File: src/codec_ctrl_pkg.sv
// constants and carrier types for the codec control word register bank
// Function
// hardware reset pin clears every control register to zero
// zero reset state selects serial clock over eight, sample rate over 2048
// writing one to software reset bit resets like the reset pin
// hardware and software reset complete within four divided master clock cycles
// after any reset operating mode bit reads zero, program mode
// host reprograms control registers after every power-up or reset
// first output frame sync comes 2048 divided clocks after reset release
// output words in program mode carry random content, host ignores them
// global power-on set powers every section regardless of section bits; the code leaves the reference pin output to its own bit 6
// global power-on clear powers each section by its own bit
// bit 15 marks a control word; zero in program mode is ignored
// bit 14 zero and device address zero writes data into chosen register
// bit 14 one and addressed here returns register contents in shifted word
// device address zero selects this device; nonzero is decremented and forwarded
// bits 10 to 8 pick one of six control registers, 000 to 101
// bits 7 to 0 carry the value written or read back
// first register bits 0 to 3: mode, mixed, digital loop, port loop
// first register bits 4 to 6 device count, bit 7 software reset
// second register: sample rate, serial clock divider, master divider, echo
// power register: global, converter in, converter out, reference, reference pin
// host writes zero to reserved power register bits 1, 2, 7
// control registers update on falling serial clock edge
// master divider codes 000 to 100 divide one to five, others one
// serial clock codes give divided clock over eight, four, two, one; code 3 divides by one only at master ratios two and four
// sample rate codes give divided clock over 2048, 1024, 512, 256
// register address 110 or 111 leaves all control registers unchanged
package codec_ctrl_pkg;

  localparam logic [2:0] REG_MODE = 3'h0;
  localparam logic [2:0] REG_CLOCK = 3'h1;
  localparam logic [2:0] REG_POWER = 3'h2;
  localparam logic [2:0] REG_GAIN = 3'h3;
  localparam logic [2:0] REG_TIMING = 3'h4;
  localparam logic [2:0] REG_ROUTING = 3'h5;
  localparam int REG_COUNT = 6;
  localparam logic [7:0] REG_RESET_VALUE = 8'h00;

  localparam int MODE_OPERATING_BIT = 0;
  localparam int MODE_MIXED_BIT = 1;
  localparam int MODE_DIGITAL_LOOP_BIT = 2;
  localparam int MODE_PORT_LOOP_BIT = 3;
  localparam int MODE_COUNT_LSB = 4;
  localparam int MODE_SOFT_RESET_BIT = 7;
  localparam int CLOCK_RATE_LSB = 0;
  localparam int CLOCK_SERIAL_LSB = 2;
  localparam int CLOCK_MASTER_LSB = 4;
  localparam int CLOCK_ECHO_BIT = 7;
  localparam int POWER_GLOBAL_BIT = 0;
  localparam int POWER_CONV_IN_BIT = 3;
  localparam int POWER_CONV_OUT_BIT = 4;
  localparam int POWER_REFERENCE_BIT = 5;
  localparam int POWER_REF_PIN_BIT = 6;

  localparam int WORD_BITS = 16;
  localparam logic [2:0] RESET_DIVIDED_MASTER_CLOCK_CYCLES = 3'h4;
  localparam logic [11:0] SLOWEST_SAMPLE_DIV = 12'h800;

  typedef struct packed {
    logic is_control;
    logic is_read;
    logic [2:0] dev_addr;
    logic [2:0] reg_addr;
    logic [7:0] data;
  } ctrl_word_t;

  typedef struct packed {
    logic operating_mode_select;
    logic mixed_operation_enable;
    logic digital_loop_back_enable;
    logic serial_port_loop_back_enable;
    logic [2:0] device_count;
    logic control_echo_enable;
    logic [1:0] sample_rate;
    logic [1:0] serial_divider;
    logic [2:0] master_divider;
  } mode_state_t;

  typedef struct packed {
    logic converter_in_power_on;
    logic converter_out_power_on;
    logic reference_power_on;
    logic reference_output_enable;
  } power_state_t;

endpackage : codec_ctrl_pkg

File: src/codec_control_word_register_bank.sv
// serial control word interpreter and six control registers of the codec
`timescale 1ns/1ns
module codec_control_word_register_bank (
  input wire logic core_clk_i,
  input wire logic rst_n_i,
  input wire logic serial_data_i,
  input wire logic input_frame_sync_i,
  output logic serial_data_o,
  output logic output_frame_sync_o,
  output logic serial_clock_o,
  output logic divided_master_clock_o,
  output logic reset_busy_o,
  output codec_ctrl_pkg::mode_state_t mode_o,
  output codec_ctrl_pkg::power_state_t power_o,
  output logic [7:0] gain_control_o,
  output logic [7:0] output_timing_control_o,
  output logic [7:0] analog_routing_control_o
);

  // divided master clock ratio
  function automatic logic [2:0] master_ratio(input logic [2:0] code);
    if (code <= 3'h4) begin
      master_ratio = code + 3'h1;
    end else begin
      master_ratio = 3'h1;
    end
  endfunction : master_ratio

  // serial clock half period in core cycles; the undivided rate is
  // clamped to one core cycle per half, so it runs at half the core clock
  function automatic logic [4:0] serial_half(input logic [2:0] ratio, input logic [1:0] code);
    logic [4:0] r;
    r = {2'h0, ratio};
    unique case (code)
      2'h0: serial_half = r << 2;
      2'h1: serial_half = r << 1;
      2'h2: serial_half = r;
      2'h3: serial_half = (r > 5'h1) ? (r >> 1) : 5'h1;
    endcase
  endfunction : serial_half

  // divided clock cycles between sample events
  function automatic logic [11:0] sample_len(input logic [1:0] code);
    sample_len = codec_ctrl_pkg::SLOWEST_SAMPLE_DIV >> code;
  endfunction : sample_len

  logic [7:0] ctrl_reg [0:codec_ctrl_pkg::REG_COUNT-1];
  logic [2:0] mdiv_cnt;
  logic dm_tick;
  logic [2:0] ratio;
  logic [2:0] rst_cnt;
  logic busy;
  logic [4:0] sclk_cnt;
  logic [4:0] half;
  logic sclk;
  logic sclk_edge;
  logic sclk_fall;
  logic sclk_rise;
  logic [1:0] sdi_sync;
  logic [1:0] fs_sync;
  logic [15:0] rx_shift;
  logic [4:0] rx_cnt;
  logic rx_last;
  logic [15:0] rx_word;
  codec_ctrl_pkg::ctrl_word_t cw;
  logic mine;
  logic accept;
  logic do_write;
  logic do_read;
  logic do_fwd;
  logic soft_req;
  logic [7:0] read_val;
  logic [11:0] smp_cnt;
  logic sample_tick;
  logic sample_pend;
  logic reply_pend;
  logic [15:0] reply_word;
  logic [15:0] tx_shift;
  logic [4:0] tx_cnt;
  logic tx_start;
  logic [15:0] next_reply;

  assign ratio = master_ratio(ctrl_reg[codec_ctrl_pkg::REG_CLOCK][codec_ctrl_pkg::CLOCK_MASTER_LSB +: 3]);

  // divided master clock as a one-cycle tick
  // compared with >= so lowering the ratio never strands the counter
  assign dm_tick = (mdiv_cnt >= ratio - 3'h1);
  always_ff @(posedge core_clk_i) begin
    if (!rst_n_i || dm_tick) begin
      mdiv_cnt <= 3'h0;
    end else begin
      mdiv_cnt <= mdiv_cnt + 3'h1;
    end
  end

  // reset sequence: registers held clear for four divided clock cycles
  // the pin reloads the count, so a reset inside the sequence restarts it
  always_ff @(posedge core_clk_i) begin
    if (!rst_n_i || soft_req) begin
      rst_cnt <= codec_ctrl_pkg::RESET_DIVIDED_MASTER_CLOCK_CYCLES;
    end else if (dm_tick && busy) begin
      rst_cnt <= rst_cnt - 3'h1;
    end
  end
  assign busy = |rst_cnt;

  // serial clock generated from the divided master clock
  // held low while busy, so the host never sees a partial bit
  assign half = serial_half(ratio, ctrl_reg[codec_ctrl_pkg::REG_CLOCK][codec_ctrl_pkg::CLOCK_SERIAL_LSB +: 2]);
  assign sclk_edge = (sclk_cnt >= half - 5'h1);
  assign sclk_fall = sclk_edge && sclk;
  assign sclk_rise = sclk_edge && !sclk;
  always_ff @(posedge core_clk_i) begin
    if (!rst_n_i || busy || sclk_edge) begin
      sclk_cnt <= 5'h0;
    end else begin
      sclk_cnt <= sclk_cnt + 5'h1;
    end
  end
  always_ff @(posedge core_clk_i) begin
    if (!rst_n_i || busy) begin
      sclk <= 1'b0;
    end else if (sclk_edge) begin
      sclk <= !sclk;
    end
  end

  // pins from the host pass two flops first
  // two cycles of latency, so the host changes data on the rising serial clock
  always_ff @(posedge core_clk_i) begin
    if (!rst_n_i) begin
      sdi_sync <= 2'h0;
      fs_sync <= 2'h0;
    end else begin
      sdi_sync <= {sdi_sync[0], serial_data_i};
      fs_sync <= {fs_sync[0], input_frame_sync_i};
    end
  end

  // receive: frame sync seen with the first bit, msb first
  // a frame sync seen mid-word is ignored until the receiver is idle
  assign rx_word = {rx_shift[14:0], sdi_sync[1]};
  assign rx_last = sclk_fall && (rx_cnt == 5'(codec_ctrl_pkg::WORD_BITS - 1));
  always_ff @(posedge core_clk_i) begin
    if (!rst_n_i || busy) begin
      rx_shift <= 16'h0000;
      rx_cnt <= 5'h0;
    end else if (sclk_fall) begin
      if (rx_cnt != 5'h0 || fs_sync[1]) begin
        rx_shift <= rx_word;
        rx_cnt <= rx_last ? 5'h0 : rx_cnt + 5'h1;
      end
    end
  end

  // control word decode, acted on at the falling edge closing the word
  assign cw = codec_ctrl_pkg::ctrl_word_t'(rx_word);
  assign mine = (cw.dev_addr == 3'h0);
  // a word with bit 15 low is ignored; in mixed mode it is sample data
  // data mode without mixed drops every word until a hardware reset
  assign accept = rx_last && cw.is_control && !busy
    && (!mode_o.operating_mode_select || mode_o.mixed_operation_enable);
  assign do_write = accept && mine && !cw.is_read
    && (cw.reg_addr <= codec_ctrl_pkg::REG_ROUTING);
  assign do_read = accept && mine && cw.is_read;
  assign do_fwd = accept && !mine;
  assign soft_req = do_write && (cw.reg_addr == codec_ctrl_pkg::REG_MODE)
    && cw.data[codec_ctrl_pkg::MODE_SOFT_RESET_BIT];

  always_comb begin
    if (cw.reg_addr <= codec_ctrl_pkg::REG_ROUTING) begin
      read_val = ctrl_reg[cw.reg_addr];
    end else begin
      read_val = 8'h00;
    end
  end

  // read replies keep device address zero; forwards carry it decremented
  always_comb begin
    next_reply = rx_word;
    if (do_read) begin
      next_reply[7:0] = read_val;
    end else begin
      next_reply[13:11] = cw.dev_addr - 3'h1;
    end
  end

  // control registers; a software reset clears rather than storing bit 7
  // writes to addresses six and seven fall through and change nothing
  always_ff @(posedge core_clk_i) begin
    if (!rst_n_i || busy || soft_req) begin
      for (int i = 0; i < codec_ctrl_pkg::REG_COUNT; i++) begin
        ctrl_reg[i] <= codec_ctrl_pkg::REG_RESET_VALUE;
      end
    end else if (do_write) begin
      ctrl_reg[cw.reg_addr] <= cw.data;
    end
  end

  // sample events; counting starts at reset release, not at end of busy
  // a rate change acts one cycle late, through the registered field copy
  assign sample_tick = dm_tick && (smp_cnt >= sample_len(mode_o.sample_rate) - 12'h001);
  always_ff @(posedge core_clk_i) begin
    if (!rst_n_i || soft_req || sample_tick) begin
      smp_cnt <= 12'h000;
    end else if (dm_tick) begin
      smp_cnt <= smp_cnt + 12'h001;
    end
  end

  assign tx_start = sclk_rise && (tx_cnt == 5'h0) && (reply_pend || sample_pend);

  // pending flags: a new event wins over the clear
  // one-deep reply queue: a newer reply overwrites an unsent older one
  always_ff @(posedge core_clk_i) begin
    if (!rst_n_i || busy) begin
      sample_pend <= 1'b0;
    end else if (sample_tick) begin
      sample_pend <= 1'b1;
    end else if (tx_start && !reply_pend) begin
      sample_pend <= 1'b0;
    end
  end
  always_ff @(posedge core_clk_i) begin
    if (!rst_n_i || busy) begin
      reply_pend <= 1'b0;
      reply_word <= 16'h0000;
    end else if (do_read || do_fwd) begin
      reply_pend <= 1'b1;
      reply_word <= next_reply;
    end else if (tx_start) begin
      reply_pend <= 1'b0;
    end
  end

  // transmit on rising serial clock; replies go before the sample word,
  // which is stale serial content with no meaning outside data modes
  // a frame cut short by reset is dropped; the host must resend it
  always_ff @(posedge core_clk_i) begin
    if (!rst_n_i || busy) begin
      tx_shift <= 16'h0000;
      tx_cnt <= 5'h0;
      output_frame_sync_o <= 1'b0;
    end else if (tx_start) begin
      tx_shift <= reply_pend ? reply_word : rx_shift;
      tx_cnt <= 5'(codec_ctrl_pkg::WORD_BITS);
      output_frame_sync_o <= 1'b1;
    end else if (sclk_rise && tx_cnt != 5'h0) begin
      tx_shift <= {tx_shift[14:0], 1'b0};
      tx_cnt <= tx_cnt - 5'h1;
      output_frame_sync_o <= 1'b0;
    end
  end

  // decoded register fields
  // one cycle behind the registers, so every field changes together
  always_ff @(posedge core_clk_i) begin
    if (!rst_n_i) begin
      mode_o <= '0;
    end else begin
      mode_o.operating_mode_select <=
        ctrl_reg[codec_ctrl_pkg::REG_MODE][codec_ctrl_pkg::MODE_OPERATING_BIT];
      mode_o.mixed_operation_enable <= ctrl_reg[codec_ctrl_pkg::REG_MODE][codec_ctrl_pkg::MODE_MIXED_BIT];
      mode_o.digital_loop_back_enable <=
        ctrl_reg[codec_ctrl_pkg::REG_MODE][codec_ctrl_pkg::MODE_DIGITAL_LOOP_BIT];
      mode_o.serial_port_loop_back_enable <=
        ctrl_reg[codec_ctrl_pkg::REG_MODE][codec_ctrl_pkg::MODE_PORT_LOOP_BIT];
      mode_o.device_count <= ctrl_reg[codec_ctrl_pkg::REG_MODE][codec_ctrl_pkg::MODE_COUNT_LSB +: 3];
      mode_o.control_echo_enable <= ctrl_reg[codec_ctrl_pkg::REG_CLOCK][codec_ctrl_pkg::CLOCK_ECHO_BIT];
      mode_o.sample_rate <= ctrl_reg[codec_ctrl_pkg::REG_CLOCK][codec_ctrl_pkg::CLOCK_RATE_LSB +: 2];
      mode_o.serial_divider <= ctrl_reg[codec_ctrl_pkg::REG_CLOCK][codec_ctrl_pkg::CLOCK_SERIAL_LSB +: 2];
      mode_o.master_divider <= ctrl_reg[codec_ctrl_pkg::REG_CLOCK][codec_ctrl_pkg::CLOCK_MASTER_LSB +: 3];
    end
  end

  // power: global bit overrides for both converters and the reference, otherwise each section's own bit; reference pin uses its own bit only
  // reserved power bits are stored for read-back but drive nothing
  always_ff @(posedge core_clk_i) begin
    if (!rst_n_i) begin
      power_o <= '0;
    end else begin
      power_o.converter_in_power_on <=
        ctrl_reg[codec_ctrl_pkg::REG_POWER][codec_ctrl_pkg::POWER_GLOBAL_BIT]
        | ctrl_reg[codec_ctrl_pkg::REG_POWER][codec_ctrl_pkg::POWER_CONV_IN_BIT];
      power_o.converter_out_power_on <=
        ctrl_reg[codec_ctrl_pkg::REG_POWER][codec_ctrl_pkg::POWER_GLOBAL_BIT]
        | ctrl_reg[codec_ctrl_pkg::REG_POWER][codec_ctrl_pkg::POWER_CONV_OUT_BIT];
      power_o.reference_power_on <=
        ctrl_reg[codec_ctrl_pkg::REG_POWER][codec_ctrl_pkg::POWER_GLOBAL_BIT]
        | ctrl_reg[codec_ctrl_pkg::REG_POWER][codec_ctrl_pkg::POWER_REFERENCE_BIT];
      power_o.reference_output_enable <=
        ctrl_reg[codec_ctrl_pkg::REG_POWER][codec_ctrl_pkg::POWER_REF_PIN_BIT];
    end
  end

  // analog register fields are not decoded here; raw copies go out
  assign gain_control_o = ctrl_reg[codec_ctrl_pkg::REG_GAIN];
  assign output_timing_control_o = ctrl_reg[codec_ctrl_pkg::REG_TIMING];
  assign analog_routing_control_o = ctrl_reg[codec_ctrl_pkg::REG_ROUTING];
  assign serial_data_o = tx_shift[15];
  assign serial_clock_o = sclk;
  assign divided_master_clock_o = dm_tick;
  assign reset_busy_o = busy;

endmodule : codec_control_word_register_bank

File: config.mk
export PLATFORM = sky130hd
export DESIGN_NAME = codec_control_word_register_bank
export DESIGN_NICKNAME = d
export VERILOG_FILES = /design/src/codec_ctrl_pkg.sv /design/src/codec_control_word_register_bank.sv
export SDC_FILE = /design/constraint.sdc
export NUM_CORES = 1
export LEC_CHECK = 0
export ABC_AREA = 1
export BUFFER_PORTS_ARGS = -buffer_cell sky130_fd_sc_hd__buf_2
export CAP_MARGIN = 20
export CORE_AREA = 2 2 118 120
export DETAILED_ROUTE_END_ITERATION = 16
export DIE_AREA = 0 0 120 122
export PLACE_DENSITY = 0.78
export REMOVE_ABC_BUFFERS = 1
export SYNTH_ARGS = -nofsm -noshare
export SYNTH_HDL_FRONTEND = slang
export SYNTH_SLANG_ARGS = --single-unit
File: constraint.sdc
create_clock -name core_clk_i -period 4 [get_ports core_clk_i]
set_input_delay 0.4 -clock core_clk_i [delete_from_list [all_inputs] [get_ports core_clk_i]]
set_output_delay 0.4 -clock core_clk_i [all_outputs]
set_load 0.005 [all_outputs]
==> flow_summary_export.csv, run 1 <==
group,metric,value,unit
power,vdd_drop_max,326,uV
placement,gp_congestion,0.895,
synth,synthCells,969,
floorplanning,die_w,120,um
grt,grt_pass1_vias,5984,
power,p_leak,4.06,nW
final_layout,drive_gt1_frac,0.123,
synth,yosys-top-cells-count,"nor2_1, nand2_1, inv_1, dfxtp_1, a21oi_1",
synth,synth_top_area_share,0.282,
timing,min_period_over_period,0.941,
power,power_density,495,nW/um^2
final_layout,area_growth,16.0,%
synth,synth_compound_area_frac,0.110,
synth,ys_seq_area_frac,0.525,
grt,grt_first_pass_wirelength,28000,um
drt,vias,6498,
clock_network,htree_levels,4,
synth,synth_xor_area_frac,0.0200,
synth,muxShareOfSynthArea,0.00143,
final_layout,largest_reg_flops,64,
floorplanning,initial_utilization,0.584,
floorplanning,core,13500,sq um
drt,first_pass_iters,5,
grt,globalRouteTotalUtil,0.249,
clock_network,insertion_delay,0.43,ns
timing,hold_viol,0,
floorplanning,pin_count,52,
setup_path,critPathTopFamily,"simple AND/OR/NAND/NOR gates",
grt,grt_max_degree,37,
clock_network,cts_buffer_depth,2,
setup_path,crit_type,"reg2reg",
setup_path,cp.required,4.19,ns
drt,drc_errors,0,
drt,ant_nets,0,
synth,synth_area,7890,sq um
setup_path,worst_path_most_repeated_cell,"nand2_1",
drt,first_iter_violations,515,
setup_path,crit_buf_inv,4,
setup_path,cp-start-kind,"flop",
synth,ys.flop_type,"dfxtp_1",
timing,max_freq,0.266,GHz
setup_path,rr_worst_depth,23,
min_path,hp-start,"input_frame_sync_i",
synth,post_synth_num_cell_types,41,
grt,overflow,0,
timing,period_needed,3.77,ns
floorplanning,die_y,122,um
floorplanning,rows,43,
drt,via_per_inst,5.28,
grt,antenna_found_initial,0,
setup_path,cp.depth,23,
timing,finalMaxSlewViolations,0,
timing,worst_slew_pin_slew,1.05,ns
placement,io_buffers,51,
setup_path,path_cells,"ha_1 -> xor2_1 -> nand2_2 -> inv_1 -> nand2_1 -> a22oi_2 -> ha_2 -> nand2_1 -> o22ai_2 -> nand2_1 -> ha_1 -> nand2_1 -> nor2_1 -> nand2_1 -> nand3_4 -> nand4_4 -> nor3_4 -> buf_12 -> buf_4 -> nand2_1 -> nand2_1 -> nor2_1 -> buf_4",
synth,syn_avg_cell_area,8.14,sq um
synth,yosys_register_bits,175,
timing,hold_slack,0.149,ns
placement,dp_cells,1195,
setup_path,r2r_setup_slack,0.23,ns
setup_path,timing.rr.start,"ctrl_reg[1][4]",
synth,synth_edf_count,64,
synth,yosys_warnings,0,
drt,routed_wl,17400,um
synth,synth_top_family_by_area,"simple AND/OR/NAND/NOR gates",
synth,synthSimpleGateAreaFrac,0.228,
final_layout,antenna_cells,0,
drt,wire_per_inst,14.2,um
run_status,run_status,"complete, no violations",
synth,synth_fa_ha_area_frac,0.0381,
timing,relSlewSlack,0.297,
min_path,min_path_cells,3,
job,timing.max_cap.violations,0,
min_path,hp-class,"in2reg",
placement,dp_hpwl,11700,um
synth,synth_area_leaders,"dfxtp_1, edfxtp_1, nor2_1",
synth,synth_most_common_cell,"nor2_1",
timing,clock_skew,0.00760,ns
clock_network,path_clk_slew,0.06,ns
setup_path,rr_endpoint,"ctrl_reg[5][6]",
final_layout,finalNetCount,1066,
clock_network,cts_sinks,175,
synth,synth_async_sr_flop_share,0,
min_path,holdPathEnd,"fs_sync[0]",
setup_path,slowest_stage,"edfxtp_1",
setup_path,max_stage_delay,0.44,ns
clock_network,cts_tree,"done",
floorplanning,dieArea,14600,sq um
final_layout,layout.cells.non_filler,1231,
timing,setup_viol,0,
synth,yosys.area.top_type,"dfxtp_1",
setup_path,endpoint_kind,"flop",
setup_path,arrival,3.95,ns
setup_path,crit_fanout,9,
clock_network,root_buffer,"clkbuf_16",
clock_network,numCtsBuffers,17,
==> layout by cell type (no fill, tap or decap), types with 23 or more instances in the layout <==
master	count
o21ai_0	70
buf_2	51
edfxtp_1	64
nand3_1	28
nand2_1	173
inv_1	117
dfxtp_1	111
nor2_1	183
ha_1	23
a21oi_1	72
==> cell type report <==
type                       instances  area, sq um
sequential                       175         4140
inverter                         121          454
fill                            1109         4360
multi-input combinational        654         3270
clock buffer                      23          512
clock inverter                     9          126
timing repair buffer              69          410
tap                              180          225
==> layer usage <==
layer | vias to the layer above | wire (um) | global-route usage
li1 | 3248 | - | -
met1 | 2970 | 7520 | 0.323
met2 | 241 | 8200 | 0.398
met3 | 39 | 1230 | 0.0529
met4 | 0 | 484 | 0.119
met5 | - | 0 | 0
==> cell families after synthesis <==
logic type / count (synthesis)
other: 1
AND/OR/NAND/NOR: 431
multiplexers: 1
flip-flops: 175
XOR/XNOR: 18
buffers and inverters: 156
adder cells (fa/ha/maj): 24
AO/OA/AOI/OAI: 163
==> timing repair <==
action / CTS / global route
gates resized for setup: 2 / 15
hold buffers: 0 / 0
setup buffers: 1 / 3
setup endpoints to repair: 16 / 131
pin swaps: 1 / 4
endpoints found under the hold margin: 0 / 0
==> through the flow <==
stage | area (sq um) | total power [W] | TNS, ns | setup WS [ns] | utilization
3_5_place_dp | 8390 | 0.00275 | -0.554 | -0.0601 | 0.622
6_report | 9150 | 0.00453 | 0 | 0.235 | 0.677
2_1_floorplan | 7800 | 0.00253 | 0 | 0.261 | -
3_3_place_gp | 8380 | 0.00273 | 0 | 0.130 | 0.620
5_1_grt | 9150 | 0.00472 | -0.572 | -0.0499 | 0.677
4_1_cts | 9060 | 0.00451 | 0 | 0.0523 | 0.671
==> worst min-delay path, delay by kind of cell <==
family / cells / cell delay (ns)
simple gates: 1 / 0.04
buf+inv: 2 / 0.11
==> how the worst max path moves through the flow <==
stage,end,slack (ns),start
6_report,ctrl_reg[5][6],0.23,ctrl_reg[1][4]
5_1_grt,ctrl_reg[5][2],-0.05,ctrl_reg[1][4]
4_1_cts,ctrl_reg[1][4],0.05,ctrl_reg[1][4]
3_5_place_dp,ctrl_reg[1][5],-0.06,ctrl_reg[1][4]
3_3_place_gp,ctrl_reg[1][5],0.13,ctrl_reg[1][4]
2_1_floorplan,ctrl_reg[0][0],0.26,ctrl_reg[1][4]
==> where the power goes <==
| group | total (W) | leakage (nW) | internal, W | switching, W |
|---|---|---|---|---|
| Clock | 0.00176 | 0.316 | 0.00109 | 0.000673 |
| Sequential | 0.00209 | 1.62 | 0.00201 | 0.0000842 |
| Combinational | 0.000669 | 2.12 | 0.000247 | 0.000422 |
Note: power is estimated with default switching activity, not from simulation.
==> run 2, diff against run 1 <==
Settings changed: BUFFER_PORTS_ARGS -buffer_cell sky130_fd_sc_hd__buf_2 to -buffer_cell sky130_fd_sc_hd__clkbuf_2.
==> flow_summary_export.csv, run 2 (synthesized netlist as in run 1, its figures left out) <==
group,metric,value,unit
power,switching_share,0.280,
timing,max_freq,0.267,GHz
grt,busiest_layer,"met2",
grt,gr-usage-met1,0.321,
setup_path,crit_type,"reg2reg",
clock_network,hold_buffers,0,
timing,hold_viol,0,
power,sequentialPowerShare,0.485,
timing,hold_slack,0.146,ns
placement,gp_congestion,0.895,
final_layout,fillers,1085,
final_layout,largest_reg_flops,64,
setup_path,arrival,3.88,ns
setup_path,endpoint_kind,"flop",
placement,place_area,8390,sq um
power,power_density,477,nW/um^2
drt,wire_per_inst,13.9,um
floorplanning,die_y,122,um
floorplanning,pin_count,52,
setup_path,cp-start-kind,"flop",
placement,place_ws,-0.0558,ns
clock_network,cts_tree,"done",
drt,vias,6508,
power,internal_power,0.00311,W
timing,setup_viol,0,
power,p_leak,3.97,nW
final_layout,multi_input_area,3250,sq um
placement,dp_hpwl,11700,um
final_layout,antenna_cells,0,
final_layout,area_growth,14.8,%
grt,grt_pass1_vias,5887,
clock_network,cts_buffer_depth,2,
timing,clock_skew,0.00667,ns
placement,io_buffers,51,
clock_network,insertion_delay,0.43,ns
job,timing.max_cap.violations,0,
final_layout,finalNetCount,1066,
clock_network,path_clk_slew,0.07,ns
grt,globalRouteTotalUtil,0.243,
timing,min_period_over_period,0.935,
clock_network,root_buffer,"clkbuf_16",
drt,first_iter_violations,626,
grt,overflow,0,
grt,grt_max_degree,37,
placement,dp_cells,1195,
drt,routed_wl,17100,um
floorplanning,initial_utilization,0.584,
power,p_clk_frac,0.362,
timing,period_needed,3.74,ns
grt,gr-usage-met2,0.395,
final_layout,final_common_cell,"nor2_1",
timing,fin_ws,0.259,ns
timing,worst_slew_pin_slew,1.04,ns
grt,antenna_found_initial,0,
setup_path,crit_fanout,9,
run_status,run_status,"complete, no violations",
floorplanning,dieArea,14600,sq um
floorplanning,core,13500,sq um
timing,finalMaxSlewViolations,0,
min_path,hp-class,"in2reg",
drt,ant_nets,0,
final_layout,area.sequential,4140,sq um
final_layout,final_cell_mix,"nor2_1, nand2_1, inv_1, dfxtp_1, a21oi_1",
final_layout,fin_util,0.671,
timing,relSlewSlack,0.306,
power,vdd_drop_max,274,uV
power,p_comb_frac,0.153,
grt,grt_first_pass_wirelength,27700,um
final_layout,drive_gt1_frac,0.122,
drt,via_per_inst,5.29,
drt,drc_errors,0,
final_layout,layout.cells.non_filler,1231,
final_layout,stdcell_area,9060,sq um
clock_network,numCtsBuffers,17,
clock_network,htree_levels,4,
floorplanning,die_w,120,um
setup_path,cp.required,4.14,ns
power,p_switching,0.00121,W
grt,use_met3,0.0515,
floorplanning,rows,43,
clock_network,cts_sinks,175,
drt,first_pass_iters,5,
==> run 2: worst paths after layout <==
kind,from,endpoint,slack [ns],cells past startpoint
worst min register to register,fs_sync[0],fs_sync[1],0.42,2
worst max register to register,ctrl_reg[1][4],ctrl_reg[5][0],0.26,21
worst min-delay path,input_frame_sync_i,fs_sync[0],0.15,3
worst max-delay path,ctrl_reg[1][4],ctrl_reg[5][0],0.26,21
==> run 2: stage by stage <==
stage / TNS, ns / power (W)
2_1_floorplan: 0 / 0.00253
3_3_place_gp: 0 / 0.00274
3_5_place_dp: -0.463 / 0.00276
4_1_cts: 0 / 0.00430
5_1_grt: -0.418 / 0.00451
6_report: 0 / 0.00432
==> run 2: routing by layer <==
metal | share of wire | vias to the layer above
li1 | - | 3247
met1 | 0.44 | 2980
met2 | 0.47 | 246
met3 | 0.068 | 35
met4 | 0.022 | 0
met5 | 0 | -
==> run 2: power groups by stage <==
stage / Clock [W] / Combinational [W] / Sequential (W)
floorplan: 0 / 0.000418 / 0.00212
global placement: 0 / 0.000609 / 0.00213
detailed placement: 0 / 0.000627 / 0.00213
CTS: 0.00158 / 0.000636 / 0.00209
global route: 0.00165 / 0.000754 / 0.00211
finish: 0.00156 / 0.000661 / 0.00209
==> run 2: worst max-delay path, stage by stage, from the launching register on <==
cell and delay [ns]:
edfxtp_1 0.43, ha_1 0.23, xor2_1 0.22, nand2_2 0.12, inv_1 0.10, nand2_1 0.07
a22oi_2 0.18, ha_2 0.21, nand2_1 0.07, o22ai_1 0.12, nand2_1 0.08, ha_1 0.30
a21oi_1 0.25, nand3_4 0.16, nand4_4 0.13, nor3_4 0.05, buf_12 0.15, buf_4 0.16
nand2_1 0.06, nand2_1 0.06, nor2_1 0.10, buf_4 0.19
==> run 2: layout make-up <==
class	instances	share of cell area
flip-flops and latches	175	0.457
multi-input cells	654	0.359
clock buffers	19	0.0512
inverters	121	0.0501
repair buffers	69	0.0453
well taps	180	0.0249
clock inverters	13	0.0117
==> run 2: repair_timing <==
action	4_1_cts	5_1_grt
endpoints found under the setup margin	16	165
resized for setup	2	11
buffers inserted	1	3
pin swaps	1	4
cloned	0	0
